==> src/design/lsr_pkg.sv <==
// Package of constants, types and helpers for the LIN status readout block.
// How it works
// - Position response carries switch, position, flag byte.
// - Identifier top bits are LIN parity bits.
// - Full status query clears the latched fault flags.
// - Full status answers twice on identifier 0x3D.
// - First full status response packs motion parameters.
// - First response continues with flags and errors.
// - Second response packs actual, target, secondary positions.
package lsr_pkg;
	localparam logic [7:0] PID_DIAG_REQ = 8'h3C;
	localparam logic [7:0] PID_DIAG_RSP = 8'h7D;
	localparam logic [7:0] APP_CMD_BYTE = 8'h80;
	localparam logic [6:0] CMD_POSITION = 7'h00;
	localparam logic [6:0] CMD_FULL_STATUS = 7'h01;
	localparam logic [7:0] FILL_BYTE = 8'hFF;
	localparam logic [3:0] LONG_DATA_LEN = 4'h8;
	localparam logic [3:0] SHORT_DATA_LEN = 4'h2;
	localparam logic [3:0] RSP_DATA_LEN = 4'h8;
	localparam int ADDR_W = 3;
	localparam logic [2:0] REG_NODE_ADDR = 3'h0;
	localparam logic [2:0] REG_DYN_ID = 3'h1;
	localparam logic [2:0] REG_STATE = 3'h2;
	localparam logic [2:0] REG_IRQ_STAT = 3'h3;
	localparam logic [2:0] REG_IRQ_MASK = 3'h4;
	localparam logic [6:0] NODE_ADDR_RST = 7'h00;
	localparam logic [4:0] DYN_ID_RST = 5'h00;
	localparam int IRQ_W = 3;
	localparam int IRQ_CMD = 0;
	localparam int IRQ_SENT = 1;
	localparam int IRQ_CSUM = 2;
	localparam logic [2:0] IRQ_RST = 3'h0;

	typedef enum logic [1:0] {PEND_NONE, PEND_POS, PEND_FS1, PEND_FS2} lsr_pend_t;

	// Adds a byte to a running sum, folding the carry back in.
	function automatic logic [7:0] lsr_csum_add(input logic [7:0] a, input logic [7:0] b);
		logic [8:0] s;
		s = {1'b0, a} + {1'b0, b};
		return s[7:0] + {7'h00, s[8]};
	endfunction

	// Builds a protected identifier from its six identifier bits.
	function automatic logic [7:0] lsr_pid(input logic [5:0] id);
		return {~(id[1] ^ id[3] ^ id[4] ^ id[5]), id[0] ^ id[1] ^ id[2] ^ id[4], id};
	endfunction
endpackage

==> src/design/lsr_link_if.sv <==
// Interface joining the decoder, the response sender and the control logic.
`timescale 1ns/1ps
interface lsr_link_if;
	logic cmd_valid;
	logic cmd_full;
	logic cmd_bad_csum;
	logic tx_start;
	logic [63:0] tx_bytes;
	logic tx_done;
	logic tx_busy;
	modport rx (output cmd_valid, output cmd_full, output cmd_bad_csum);
	modport tx (input tx_start, input tx_bytes, output tx_done, output tx_busy);
	modport ctl (input cmd_valid, input cmd_full, input cmd_bad_csum, input tx_done,
		input tx_busy, output tx_start, output tx_bytes);
endinterface

==> src/design/lsr_top.sv <==
// Top of the LIN status readout: registers, pending query and response contents.
`timescale 1ns/1ps
module lsr_top (
	input wire logic i_clk,
	input wire logic i_rst,
	input wire logic [lsr_pkg::ADDR_W-1:0] i_addr,
	input wire logic [7:0] i_wdata,
	input wire logic i_wr,
	input wire logic i_rd,
	output logic [7:0] o_rdata,
	output logic o_irq,
	input wire logic i_id_valid,
	input wire logic [7:0] i_id,
	input wire logic i_rx_valid,
	input wire logic [7:0] i_rx_byte,
	output logic o_tx_valid,
	output logic [7:0] o_tx_byte,
	input wire logic i_tx_ready,
	output logic o_flag_clear,
	input wire logic i_end_switch_state,
	input wire logic [15:0] i_actual_position,
	input wire logic [15:0] i_target_position,
	input wire logic [10:0] i_secondary_position,
	input wire logic i_supply_reset_flag,
	input wire logic i_step_loss_flag,
	input wire logic i_electrical_defect_flag,
	input wire logic i_undervoltage_flag,
	input wire logic i_thermal_shutdown_flag,
	input wire logic i_thermal_warning_flag,
	input wire logic [1:0] i_temp_info,
	input wire logic [3:0] i_run_current,
	input wire logic [3:0] i_hold_current,
	input wire logic [3:0] i_max_velocity,
	input wire logic [3:0] i_min_velocity,
	input wire logic i_acceleration_shape,
	input wire logic [1:0] i_step_resolution,
	input wire logic i_shaft,
	input wire logic [3:0] i_acceleration,
	input wire logic [2:0] i_motion,
	input wire logic i_overcurrent_coil_x,
	input wire logic i_overcurrent_coil_y,
	input wire logic i_charge_pump_failure,
	input wire logic i_lin_timeout_error,
	input wire logic i_lin_data_error,
	input wire logic i_lin_header_error,
	input wire logic i_lin_bit_error
);
	import lsr_pkg::*;

	typedef struct packed {
		logic [6:0] node;
		logic [4:0] dyn;
		lsr_pend_t pend;
		logic [IRQ_W-1:0] irq_st;
		logic [IRQ_W-1:0] irq_mask;
		logic [7:0] rdata;
		logic start;
		logic [63:0] bytes;
		logic clr;
	} lsr_top_st_t;

	lsr_top_st_t st_ff;
	lsr_top_st_t nxt_st;
	logic rsp_hdr;
	logic [7:0] flag_byte;

	lsr_link_if lnk ();

	// Decodes the preparing frames addressed to this node.
	lsr_rx_decoder u_rx (
		.i_clk(i_clk),
		.i_rst(i_rst),
		.i_id_valid(i_id_valid),
		.i_id(i_id),
		.i_rx_valid(i_rx_valid),
		.i_rx_byte(i_rx_byte),
		.i_node_addr(st_ff.node),
		.i_dyn_id(st_ff.dyn),
		.lnk(lnk.rx)
	);

	// Sends the response bytes; any new header cuts a running response short.
	lsr_tx_frame u_tx (
		.i_clk(i_clk),
		.i_rst(i_rst),
		.i_abort(i_id_valid),
		.i_tx_ready(i_tx_ready),
		.o_tx_valid(o_tx_valid),
		.o_tx_byte(o_tx_byte),
		.lnk(lnk.tx)
	);

	// A response header on the fixed indirect identifier asks for pending data.
	assign rsp_hdr = i_id_valid && i_id == PID_DIAG_RSP;

	// Status flag byte shared by the position and first full status responses.
	assign flag_byte = {i_supply_reset_flag, i_step_loss_flag, i_electrical_defect_flag,
		i_undervoltage_flag, i_thermal_shutdown_flag, i_thermal_warning_flag, i_temp_info};

	// Register access, interrupt bookkeeping and the pending query sequence.
	always_comb begin
		nxt_st = st_ff;
		nxt_st.start = 1'b0;
		nxt_st.clr = 1'b0;
		nxt_st.rdata = 8'h00;
		if (i_rd) begin
			case (i_addr)
				REG_NODE_ADDR: nxt_st.rdata = {1'b0, st_ff.node};
				REG_DYN_ID: nxt_st.rdata = {3'h0, st_ff.dyn};
				REG_STATE: nxt_st.rdata = {5'h00, st_ff.pend, lnk.tx_busy};
				REG_IRQ_STAT: nxt_st.rdata = {5'h00, st_ff.irq_st};
				REG_IRQ_MASK: nxt_st.rdata = {5'h00, st_ff.irq_mask};
				default: nxt_st.rdata = 8'h00;
			endcase
		end
		if (i_wr) begin
			case (i_addr)
				REG_NODE_ADDR: nxt_st.node = i_wdata[6:0];
				REG_DYN_ID: nxt_st.dyn = i_wdata[4:0];
				REG_IRQ_STAT: nxt_st.irq_st = st_ff.irq_st & ~i_wdata[IRQ_W-1:0];
				REG_IRQ_MASK: nxt_st.irq_mask = i_wdata[IRQ_W-1:0];
				default: nxt_st.node = st_ff.node;
			endcase
		end
		// Hardware events come after the clear so that a set in the same cycle wins.
		if (lnk.tx_done) begin
			nxt_st.irq_st[IRQ_SENT] = 1'b1;
			case (st_ff.pend)
				PEND_FS1: begin
					nxt_st.pend = PEND_FS2;
					nxt_st.clr = 1'b1;
				end
				default: nxt_st.pend = PEND_NONE;
			endcase
		end
		if (lnk.cmd_valid) begin
			nxt_st.irq_st[IRQ_CMD] = 1'b1;
			nxt_st.pend = lnk.cmd_full ? PEND_FS1 : PEND_POS;
		end
		if (lnk.cmd_bad_csum) begin
			nxt_st.irq_st[IRQ_CSUM] = 1'b1;
		end
		if (rsp_hdr && st_ff.pend != PEND_NONE) begin
			nxt_st.start = 1'b1;
			case (st_ff.pend)
				PEND_POS: begin
					nxt_st.bytes = {i_end_switch_state, st_ff.node, i_actual_position,
						flag_byte, {4{FILL_BYTE}}};
				end
				PEND_FS1: begin
					nxt_st.bytes = {1'b1, st_ff.node, i_run_current, i_hold_current,
						i_max_velocity, i_min_velocity, i_acceleration_shape,
						i_step_resolution, i_shaft, i_acceleration, flag_byte,
						i_motion, i_end_switch_state, i_overcurrent_coil_x,
						i_overcurrent_coil_y, 1'b1, i_charge_pump_failure, 4'hF,
						i_lin_timeout_error, i_lin_data_error, i_lin_header_error,
						i_lin_bit_error, FILL_BYTE};
				end
				default: begin
					nxt_st.bytes = {1'b1, st_ff.node, i_actual_position,
						i_target_position, i_secondary_position[7:0], 5'h1F,
						i_secondary_position[10:8], FILL_BYTE};
				end
			endcase
		end
	end

	// Registers the control state; the node address and identifier start at their defaults.
	always_ff @(posedge i_clk or posedge i_rst) begin
		if (i_rst) begin
			st_ff <= '0;
			st_ff.node <= NODE_ADDR_RST;
			st_ff.dyn <= DYN_ID_RST;
			st_ff.irq_st <= IRQ_RST;
			st_ff.irq_mask <= IRQ_RST;
			st_ff.pend <= PEND_NONE;
		end else begin
			st_ff <= nxt_st;
		end
	end

	assign lnk.tx_start = st_ff.start;
	assign lnk.tx_bytes = st_ff.bytes;
	assign o_rdata = st_ff.rdata;
	assign o_flag_clear = st_ff.clr;
	// The interrupt is high while any unmasked status bit is set.
	assign o_irq = |(st_ff.irq_st & st_ff.irq_mask);
endmodule

==> src/design/lsr_rx_decoder.sv <==
// Decoder of short and long preparing frames sent by the master.
`timescale 1ns/1ps
module lsr_rx_decoder (
	input wire logic i_clk,
	input wire logic i_rst,
	input wire logic i_id_valid,
	input wire logic [7:0] i_id,
	input wire logic i_rx_valid,
	input wire logic [7:0] i_rx_byte,
	input wire logic [6:0] i_node_addr,
	input wire logic [4:0] i_dyn_id,
	lsr_link_if.rx lnk
);
	import lsr_pkg::*;

	typedef enum logic {R_IDLE, R_DATA} lsr_rx_state_t;
	typedef struct packed {
		lsr_rx_state_t state;
		logic long_fr;
		logic [3:0] cnt;
		logic [7:0] sum;
		logic [7:0] b1;
		logic [7:0] b2;
		logic [7:0] b3;
		logic cmd_valid;
		logic cmd_full;
		logic bad;
	} lsr_rx_st_t;

	lsr_rx_st_t st_ff;
	lsr_rx_st_t nxt_st;
	logic last;

	assign last = st_ff.cnt == (st_ff.long_fr ? LONG_DATA_LEN : SHORT_DATA_LEN);

	// Collects the data bytes, checks the checksum and decodes command and address.
	always_comb begin
		logic ok;
		logic [6:0] cmd;
		logic [6:0] ad;
		ok = 1'b0;
		cmd = 7'h00;
		ad = 7'h00;
		nxt_st = st_ff;
		nxt_st.cmd_valid = 1'b0;
		nxt_st.cmd_full = 1'b0;
		nxt_st.bad = 1'b0;
		if (i_id_valid) begin
			nxt_st.state = R_IDLE;
			nxt_st.cnt = 4'h0;
			nxt_st.sum = 8'h00;
			if (i_id == PID_DIAG_REQ) begin
				nxt_st.state = R_DATA;
				nxt_st.long_fr = 1'b1;
			end else if (i_id == lsr_pid({1'b0, i_dyn_id})) begin
				nxt_st.state = R_DATA;
				nxt_st.long_fr = 1'b0;
			end
		end else if (i_rx_valid && st_ff.state == R_DATA) begin
			if (!last) begin
				nxt_st.sum = lsr_csum_add(st_ff.sum, i_rx_byte);
				nxt_st.cnt = st_ff.cnt + 4'h1;
				case (st_ff.cnt)
					4'h0: nxt_st.b1 = i_rx_byte;
					4'h1: nxt_st.b2 = i_rx_byte;
					4'h2: nxt_st.b3 = i_rx_byte;
					default: nxt_st.b3 = st_ff.b3;
				endcase
			end else begin
				nxt_st.state = R_IDLE;
				if (~st_ff.sum != i_rx_byte) begin
					nxt_st.bad = 1'b1;
				end else begin
					if (st_ff.long_fr) begin
						ok = st_ff.b1 == APP_CMD_BYTE && st_ff.b2[7] && st_ff.b3[7];
						cmd = st_ff.b2[6:0];
						ad = st_ff.b3[6:0];
					end else begin
						ok = st_ff.b1[7] && st_ff.b2[7];
						cmd = st_ff.b1[6:0];
						ad = st_ff.b2[6:0];
					end
					if (ok && ad == i_node_addr &&
						(cmd == CMD_POSITION || cmd == CMD_FULL_STATUS)) begin
						nxt_st.cmd_valid = 1'b1;
						nxt_st.cmd_full = cmd == CMD_FULL_STATUS;
					end
				end
			end
		end
	end

	// Registers the decoder state.
	always_ff @(posedge i_clk or posedge i_rst) begin
		if (i_rst) begin
			st_ff <= '0;
		end else begin
			st_ff <= nxt_st;
		end
	end

	assign lnk.cmd_valid = st_ff.cmd_valid;
	assign lnk.cmd_full = st_ff.cmd_full;
	assign lnk.cmd_bad_csum = st_ff.bad;
endmodule

==> src/design/lsr_tx_frame.sv <==
// Sender of an eight byte response followed by its checksum.
`timescale 1ns/1ps
module lsr_tx_frame (
	input wire logic i_clk,
	input wire logic i_rst,
	input wire logic i_abort,
	input wire logic i_tx_ready,
	output logic o_tx_valid,
	output logic [7:0] o_tx_byte,
	lsr_link_if.tx lnk
);
	import lsr_pkg::*;

	typedef struct packed {
		logic busy;
		logic [3:0] idx;
		logic [63:0] shreg;
		logic [7:0] sum;
		logic [7:0] byte_out;
		logic done;
	} lsr_tx_st_t;

	lsr_tx_st_t st_ff;
	lsr_tx_st_t nxt_st;

	// Shifts the bytes out and appends the checksum; a new header aborts a frame.
	always_comb begin
		logic [7:0] s;
		s = lsr_csum_add(st_ff.sum, st_ff.byte_out);
		nxt_st = st_ff;
		nxt_st.done = 1'b0;
		if (i_abort) begin
			nxt_st.busy = 1'b0;
		end
		if (lnk.tx_start) begin
			nxt_st.busy = 1'b1;
			nxt_st.idx = 4'h0;
			nxt_st.sum = 8'h00;
			nxt_st.shreg = lnk.tx_bytes;
			nxt_st.byte_out = lnk.tx_bytes[63:56];
		end else if (st_ff.busy && i_tx_ready && !i_abort) begin
			if (st_ff.idx == RSP_DATA_LEN) begin
				nxt_st.busy = 1'b0;
				nxt_st.done = 1'b1;
			end else begin
				nxt_st.sum = s;
				nxt_st.idx = st_ff.idx + 4'h1;
				nxt_st.shreg = {st_ff.shreg[55:0], 8'h00};
				if (st_ff.idx == RSP_DATA_LEN - 4'h1) begin
					nxt_st.byte_out = ~s;
				end else begin
					nxt_st.byte_out = st_ff.shreg[55:48];
				end
			end
		end
	end

	// Registers the sender state.
	always_ff @(posedge i_clk or posedge i_rst) begin
		if (i_rst) begin
			st_ff <= '0;
		end else begin
			st_ff <= nxt_st;
		end
	end

	assign o_tx_valid = st_ff.busy;
	assign o_tx_byte = st_ff.byte_out;
	assign lnk.tx_done = st_ff.done;
	assign lnk.tx_busy = st_ff.busy;
endmodule

==> config.mk <==
export PLATFORM = sky130hd
export DESIGN_NAME = lsr_top
export DESIGN_NICKNAME = d
export VERILOG_FILES = /design/src/design/lsr_pkg.sv /design/src/design/lsr_link_if.sv /design/src/design/lsr_top.sv /design/src/design/lsr_rx_decoder.sv /design/src/design/lsr_tx_frame.sv
export SDC_FILE = /design/constraint.sdc
export NUM_CORES = 1
export LEC_CHECK = 0
export ABC_AREA = 1
export BUFFER_PORTS_ARGS = -buffer_cell sky130_fd_sc_hd__buf_4
export CORE_UTILIZATION = 30
export DETAILED_ROUTE_END_ITERATION = 8
export HOLD_SLACK_MARGIN = 0.06
export PLACE_DENSITY_LB_ADDON = 0.1
export SETUP_SLACK_MARGIN = 0.3
export SLEW_MARGIN = 10
export SYNTH_ARGS = -nofsm -noshare
export SYNTH_HDL_FRONTEND = slang
export SYNTH_SLANG_ARGS = --single-unit
export TNS_END_PERCENT = 50
==> constraint.sdc <==
create_clock -name i_clk -period 6.85 [get_ports i_clk]
set_clock_uncertainty 0.15 [all_clocks]
set_input_delay 1.37 -clock i_clk [delete_from_list [all_inputs] [get_ports i_clk]]
set_output_delay 1.37 -clock i_clk [all_outputs]
set_load 0.05 [all_outputs]
==> reports/qor.csv, run 1 <==
stage,metric,value,unit
synthesis,async set or reset register ratio after synthesis,1.00,
worst_setup_path,most frequent CP cell,buf_4,
synthesis,most frequent cell after synthesis,nand2_1,
cts,CTS Buf Count,17,
synthesis,post-synthesis cell type count,53,
placement,gpl congestion,0.804,
synthesis,top_reg_cell synth,dfrtp_1,
job,max_cap viols,0,
worst_setup_path,Critical Path Max Stage Delay,0.63,ns
floorplan,die area,33700,um2
cts,H-tree levels,4,
cells_and_area,Layout Cells excl Fill,1746,
cts,clock-pin slew on the worst setup and hold paths,0.07,ns
cts,CTS tree,yes,
power_and_ir_drop,Pwr Total,0.00260,W
cells_and_area,Layout Nets,1442,
floorplan,core area,32500,um2
cells_and_area,antenna cells,0,
route,Pre-Repair DR Iteration Count,5,
cts,# hold bufs at CTS,0,
sta,Worst-Margin Slew,1.09,ns
cts,post_cts resized,0,
sta,Rel. slew slack,0.271,
synthesis,post-synthesis sequential area ratio,0.483,
synthesis,biggest area consumer among synthesized cells,dfrtp_1,
sta,"Hold Violations, Final",0,
route,wire per inst,16.2,um
cts,post-CTS setup buffers,0,
sta,Peak Freq,291,MHz
sta,"Setup violations, final",0,
grt,Total GRT Usage,0.174,
floorplan,Core Rows,66,
power_and_ir_drop,Leakage Power,5.66,nW
placement,Inst Count DP,1714,
route,Total Wirelength,28.3,mm
worst_setup_path,critical path arrival,3.56,ns
worst_setup_path,CP cell instances,buf_4 > nor3_1 > nand3_1 > inv_2 > buf_4 > a41oi_1,
worst_setup_path,CP required,6.98,ns
placement,Post-DP HPWL,20.3,mm
power_and_ir_drop,maximum vdd drop,0.000174,V
min_path,hold crit path type,reg2reg,
cts,CTS Root Cell,clkbuf_16,
floorplan,Die X,184,um
sta,fin. max-slew vios,0,
synthesis,post-synthesis register bit count,191,
grt,initial antenna violation count,0,
worst_setup_path,Worst path slowest cell,inv_2,
route,DR vias,8216,
route,Initial DRC Count,557,
cts,clock sink total,191,
cts,Clock Latency Late Sink,0.44,ns
synthesis,share of the synthesized area in the top cell type,0.483,
synthesis,Yosys warnings,0,
synthesis,Mapped Nets,1340,
cells_and_area,layout cell share with drive strength beyond 1,0.166,
floorplan,Starting Density,0.304,
worst_setup_path,Setup CP Type,in2reg,
cells_and_area,FILL cells,3481,
grt,first-pass GRT wire length,44.9,mm
grt,grt ovf,0,
worst_setup_path,"delay-heaviest family, CP",buffers and inverters,
synthesis,Gate Count Post-Synth,1189,
synthesis,Synth area leaders,"dfrtp_1 (48%), nand2_1 (14%), inv_1 (3.9%)",
grt,largest net degree at the start of global routing,182,
route,Antenna Nets Post-Route,0,
grt,vias in the first global route,8046,
synthesis,Synth top cells by count,"nand2_1 (362), dfrtp_1 (191), inv_1 (104)",
worst_setup_path,CP startpoint kind,input pin,
sta,Worst Slack Setup Final,3.42,ns
route,routed vias/inst,4.71,
synthesis,"EDFF count, synth",0,
placement,Place WS,2.92,ns
cts,Longest Clk Path Bufs,2,
sta,crit path time final,3.43,ns
route,DRC,0,
sta,TNS Setup,0,ns
outcome,status,completed,
worst_setup_path,Worst Setup End Kind,flop,
synthesis,Synth Area per Inst,8.32,um2
synthesis,Mapped Area,9900,um2
cells_and_area,final core utilization,0.361,
placement,Buffers on Ports,136,
floorplan,IO Pins,139,
floorplan,die height,184,um
sta,final worst path period share,0.501,
worst_setup_path,CP bufs+invs,3,
cells_and_area,Layout area overhead,18.6,%
power_and_ir_drop,Power Dens Cells,222,nW/um2
worst_setup_path,largest fanout on the critical path,59,
sta,RSZ-0062 raised after global routing,no,
[cell type report]
cell class / count / area, um2 / area share
clock buffers: 21 / 460 / 0.0392
multi-input cells: 820 / 4280 / 0.364
repair buffers: 143 / 1090 / 0.0925
clock inverters: 11 / 133 / 0.0113
inverters: 118 / 452 / 0.0385
flip-flops and latches: 191 / 4780 / 0.407
well taps: 442 / 553 / 0.0471
[worst reg2reg max path, cell delays in order, from the launching register on]
cell and delay, ns:
dfrtp_1 0.38, inv_1 0.09, ha_1 0.24, nor3_1 0.17, nand3_1 0.40, inv_2 0.63
buf_4 0.61, a41oi_1 0.25
[layer usage]
layer	GRT usage	vias to the layer above	wire (um)
met4	0.0517	0	457
met5	0	-	0
li1	-	4124	-
met3	0.0248	23	646
met2	0.285	100	13500
met1	0.236	3969	13700
[cells by family after synthesis]
logic type / after synthesis / synth area share
other: 1 / 0.000379
adders and majority gates: 31 / 0.0407
DFF: 191 / 0.483
and+or+nand+nor: 550 / 0.234
AOI/OAI and AO/OA: 223 / 0.143
buffers and inverters: 178 / 0.0848
muxes: 2 / 0.00202
xor gates and xnor gates: 13 / 0.0115
[sequential cells by signal (all words and copies together) (netlist names)]
signal                 count
u_tx.lnk.tx_busy           1
o_flag_clear               1
o_rdata                    7
u_tx.o_tx_byte             8
u_tx.lnk.tx_done           1
st_ff                     20
u_tx.st_ff                58
u_rx.lnk.cmd_bad_csum      1
u_rx.st_ff                38
u_rx.lnk.cmd_full          1
u_rx.lnk.cmd_valid         1
lnk.tx_bytes              53
lnk.tx_start               1
[per-stage QoR]
stage                     hold slack, ns  cell area (um2)
after global placement             0.282            11100
after floorplan                    0.259             9900
after global routing               0.327            11700
final                              0.293            11700
after CTS                          0.300            11700
after detailed placement           0.287            11100
[where the power goes]
| part | leakage (nW) | internal [W] | switching, W |
|---|---|---|---|
| Sequential | 2.42 | 0.00118 | 0.0000494 |
| Clock | 0.272 | 0.000560 | 0.000459 |
| Combinational | 2.97 | 0.000144 | 0.000206 |
| Total | 5.66 | 0.00189 | 0.000715 |
[cells in the final DEF (no fill, tap or decap), types with 8 or more instances in the layout]
master / instances
inv_1: 103
buf_4: 142
inv_2: 10
o21ai_0: 75
ha_1: 29
xnor2_1: 8
nand4_1: 10
a22oi_1: 9
nor3_1: 10
o211ai_1: 23
dfrtp_1: 190
a41oi_1: 8
o22ai_1: 8
a21oi_1: 25
o21ai_2: 8
o221ai_1: 13
nand3_1: 55
a31oi_1: 37
nand2_1: 362
nor2_1: 82
clkbuf_16: 17
[worst paths after layout]
path / start / end / slack [ns] / cells after the start
hold / removal: u_rx.lnk.cmd_bad_csum / st_ff[79] / 0.29 / 2
setup / recovery: i_id[7] / lnk.tx_bytes[36] / 3.42 / 6
max in group asynchronous: i_rst / st_ff[86] / 4.48 / 3
setup reg to reg: st_ff[80] / lnk.tx_bytes[36] / 3.78 / 7
hold reg to reg: u_rx.lnk.cmd_bad_csum / st_ff[79] / 0.29 / 2
min in group asynchronous: i_rst / u_rx.st_ff[30] / 0.73 / 2
(Power assumes the default switching activity.)
==> inputs of run 2 (changes only) <==
==> constraint.sdc (replaced) <==
create_clock -name i_clk -period 2.9 [get_ports i_clk]
set_clock_uncertainty 0.15 [all_clocks]
set_input_delay 0.58 -clock i_clk [delete_from_list [all_inputs] [get_ports i_clk]]
set_output_delay 0.58 -clock i_clk [all_outputs]
set_load 0.05 [all_outputs]
==> run 2 against run 1 <==
Clock-buffer cell count shrank 2. Via count grew 1.1%. Clock power grew 140%. Register-to-register slack lost 3.4 ns. Sequential power grew 140%. Die area is the same. Largest power group unchanged.
==> reports/qor.csv, run 2 (synthesis gave the netlist of run 1 again) <==
stage,metric,value,unit,change
outcome,status,completed,,
sta,"Hold Violations, Final",0,,unchanged
route,Initial DRC Count,567,,+1.8%
cts,CTS Root Cell,clkbuf_16,,
grt,vias in the first global route,8341,,+3.7%
power_and_ir_drop,Power Dens Cells,509,nW/um2,+130%
floorplan,Core Rows,66,,unchanged
cells_and_area,FILL cells,3478,,-0.086%
floorplan,IO Pins,139,,unchanged
worst_setup_path,critical path arrival,2.73,ns,-0.83 ns
placement,Post-DP HPWL,21.7,mm,+6.8%
grt,first-pass GRT wire length,46.6,mm,+3.7%
grt,initial antenna violation count,0,,unchanged
worst_setup_path,CP cell instances,ha_2 > fa_2 > nand2_2 > nand3_2 > a21oi_2 > o21bai_1 > ha_2 > nand2_1 > nor2_2 > buf_4 > inv_1 > xor2_2 > nand2_1 > o211ai_1 > nand3_1,,
cells_and_area,"commonest non-fill, non-tap cell in the layout",nand2_1,,
sta,crit path time final,2.56,ns,
cells_and_area,Biggest register,u_tx.st_ff,,
cells_and_area,antenna cells,0,,unchanged
cts,Clock Latency Late Sink,0.44,ns,about the same
worst_setup_path,CP required,3.06,ns,-3.92 ns
cells_and_area,layout cell share with drive strength beyond 1,0.215,,+0.0489
min_path,hold crit path type,in2reg,,
sta,Worst Slack Setup Final,0.339,ns,-3.08 ns
cts,clock-pin slew on the worst setup and hold paths,0.07,ns,about the same
cells_and_area,Largest register FFs,58,,unchanged
worst_setup_path,Critical Path Max Stage Delay,0.40,ns,-0.23 ns
grt,largest net degree at the start of global routing,66,,-64%
worst_setup_path,largest fanout on the critical path,2,,-97%
cells_and_area,"commonest non-fill, non-tap cells in the layout","nand2_1 (358), dfrtp_1 (190), buf_4 (180)",,
power_and_ir_drop,maximum vdd drop,0.000402,V,+130%
route,routed vias/inst,4.64,,-1.3%
sta,minimum hold slack,0.196,ns,-0.0964 ns
power_and_ir_drop,Leakage Power,5.91,nW,+4.4%
sta,Rel. slew slack,0.455,,+0.184
floorplan,Die X,184,um,unchanged
floorplan,core area,32500,um2,unchanged
cells_and_area,Layout Nets,1485,,+3.0%
placement,gpl congestion,0.825,,+2.6%
worst_setup_path,Worst path slowest cell,dfrtp_1,,
sta,"Setup violations, final",0,,unchanged
route,Pre-Repair DR Iteration Count,5,,unchanged
placement,Buffers on Ports,136,,unchanged
grt,grt ovf,0,,unchanged
power_and_ir_drop,Pwr Total,0.00626,W,+140%
route,Antenna Nets Post-Route,0,,unchanged
cts,clock sink total,191,,unchanged
route,DR vias,8309,,+1.1%
cts,H-tree levels,4,,unchanged
placement,Place WS,0.00927,ns,-2.91 ns
route,Total Wirelength,29.1,mm,+2.8%
sta,RSZ-0062 raised after global routing,yes,,
cts,Longest Clk Path Bufs,2,,unchanged
floorplan,Starting Density,0.304,,unchanged
route,DRC,0,,unchanged
sta,TNS Setup,0,ns,unchanged
floorplan,die height,184,um,unchanged
job,max_cap viols,0,,unchanged
grt,Total GRT Usage,0.180,,+0.00599
route,wire per inst,16.3,um,+0.29%
cts,CTS Buf Count,17,,unchanged
cells_and_area,Layout Cells excl Fill,1789,,+2.5%
sta,Peak Freq,390,MHz,
sta,fin. max-slew vios,0,,unchanged
placement,Inst Count DP,1743,,+1.7%
cts,CTS tree,yes,,
cells_and_area,Layout area overhead,24.2,%,
sta,final worst path period share,0.883,,
floorplan,die area,33700,um2,unchanged
worst_setup_path,Worst Setup End Kind,flop,,
worst_setup_path,Setup CP Type,reg2reg,,
worst_setup_path,CP startpoint kind,flop,,
sta,Worst-Margin Slew,0.812,ns,-0.282 ns
-- run 2: path summary, 6_finish.rpt --
| check | start | to | slack (ns) | depth (start not counted) |
|---|---|---|---|---|
| hold reg to reg | u_rx.lnk.cmd_bad_csum | st_ff[79] | 0.31 | 2 |
| min in group asynchronous | i_rst | lnk.tx_bytes[37] | 0.46 | 3 |
| hold / removal | i_tx_ready | u_tx.lnk.tx_busy | 0.20 | 2 |
| setup reg to reg | u_tx.st_ff[9] | u_tx.o_tx_byte[3] | 0.34 | 15 |
| setup / recovery | u_tx.st_ff[9] | u_tx.o_tx_byte[3] | 0.34 | 15 |
| max in group asynchronous | i_rst | lnk.tx_start | 1.50 | 4 |
-- run 2: metal layers --
layer | vias up | global-route usage | routed length, um
li1 | 4203 | - | -
met1 | 4010 | 0.242 | 14000
met2 | 78 | 0.304 | 14200
met3 | 18 | 0.0250 | 583
met4 | 0 | 0.0410 | 295
met5 | - | 0 | 0
-- run 2: report_power, final --
part	internal [W]	leakage, nW	switching (W)
combinational	0.000395	3.20	0.000519
sequential	0.00280	2.42	0.000119
clock	0.00132	0.289	0.00112
-- run 2: layout make-up --
cell class / instances / area (um2) / area share
clock buffers: 19 / 443 / 0.0360
well taps: 442 / 553 / 0.0450
multi-input cells: 820 / 4450 / 0.362
repair buffers: 186 / 1460 / 0.119
flip-flops and latches: 191 / 4780 / 0.389
clock inverters: 13 / 151 / 0.0123
inverters: 118 / 452 / 0.0367
-- run 2: stage by stage --
step	utilization	area [um2]
floorplan	-	9900
global placement	0.351	11400
detailed placement	0.351	11400
CTS	0.375	12200
global route	0.378	12300
finish	0.378	12300
-- run 2: timing repair --
item | CTS | global route
pin swaps | 16 | 15
buffers inserted | 9 | 4
endpoints found under the hold margin | 2 | 0
gates resized for setup | 20 | 16
hold buffers | 1 | 0
endpoints found under the setup margin | 9 | 15
-- run 2: worst max-delay path: cells and delay by family, from the launching register on --
| family | cells | cell delay [ns] |
|---|---|---|
| and+or+nand+nor | 6 | 0.46 |
| AOI/OAI and AO/OA | 3 | 0.28 |
| buffers and inverters | 2 | 0.21 |
| xor gates and xnor gates | 1 | 0.18 |
| adders and majority gates | 3 | 0.77 |
| DFF | 1 | 0.40 |
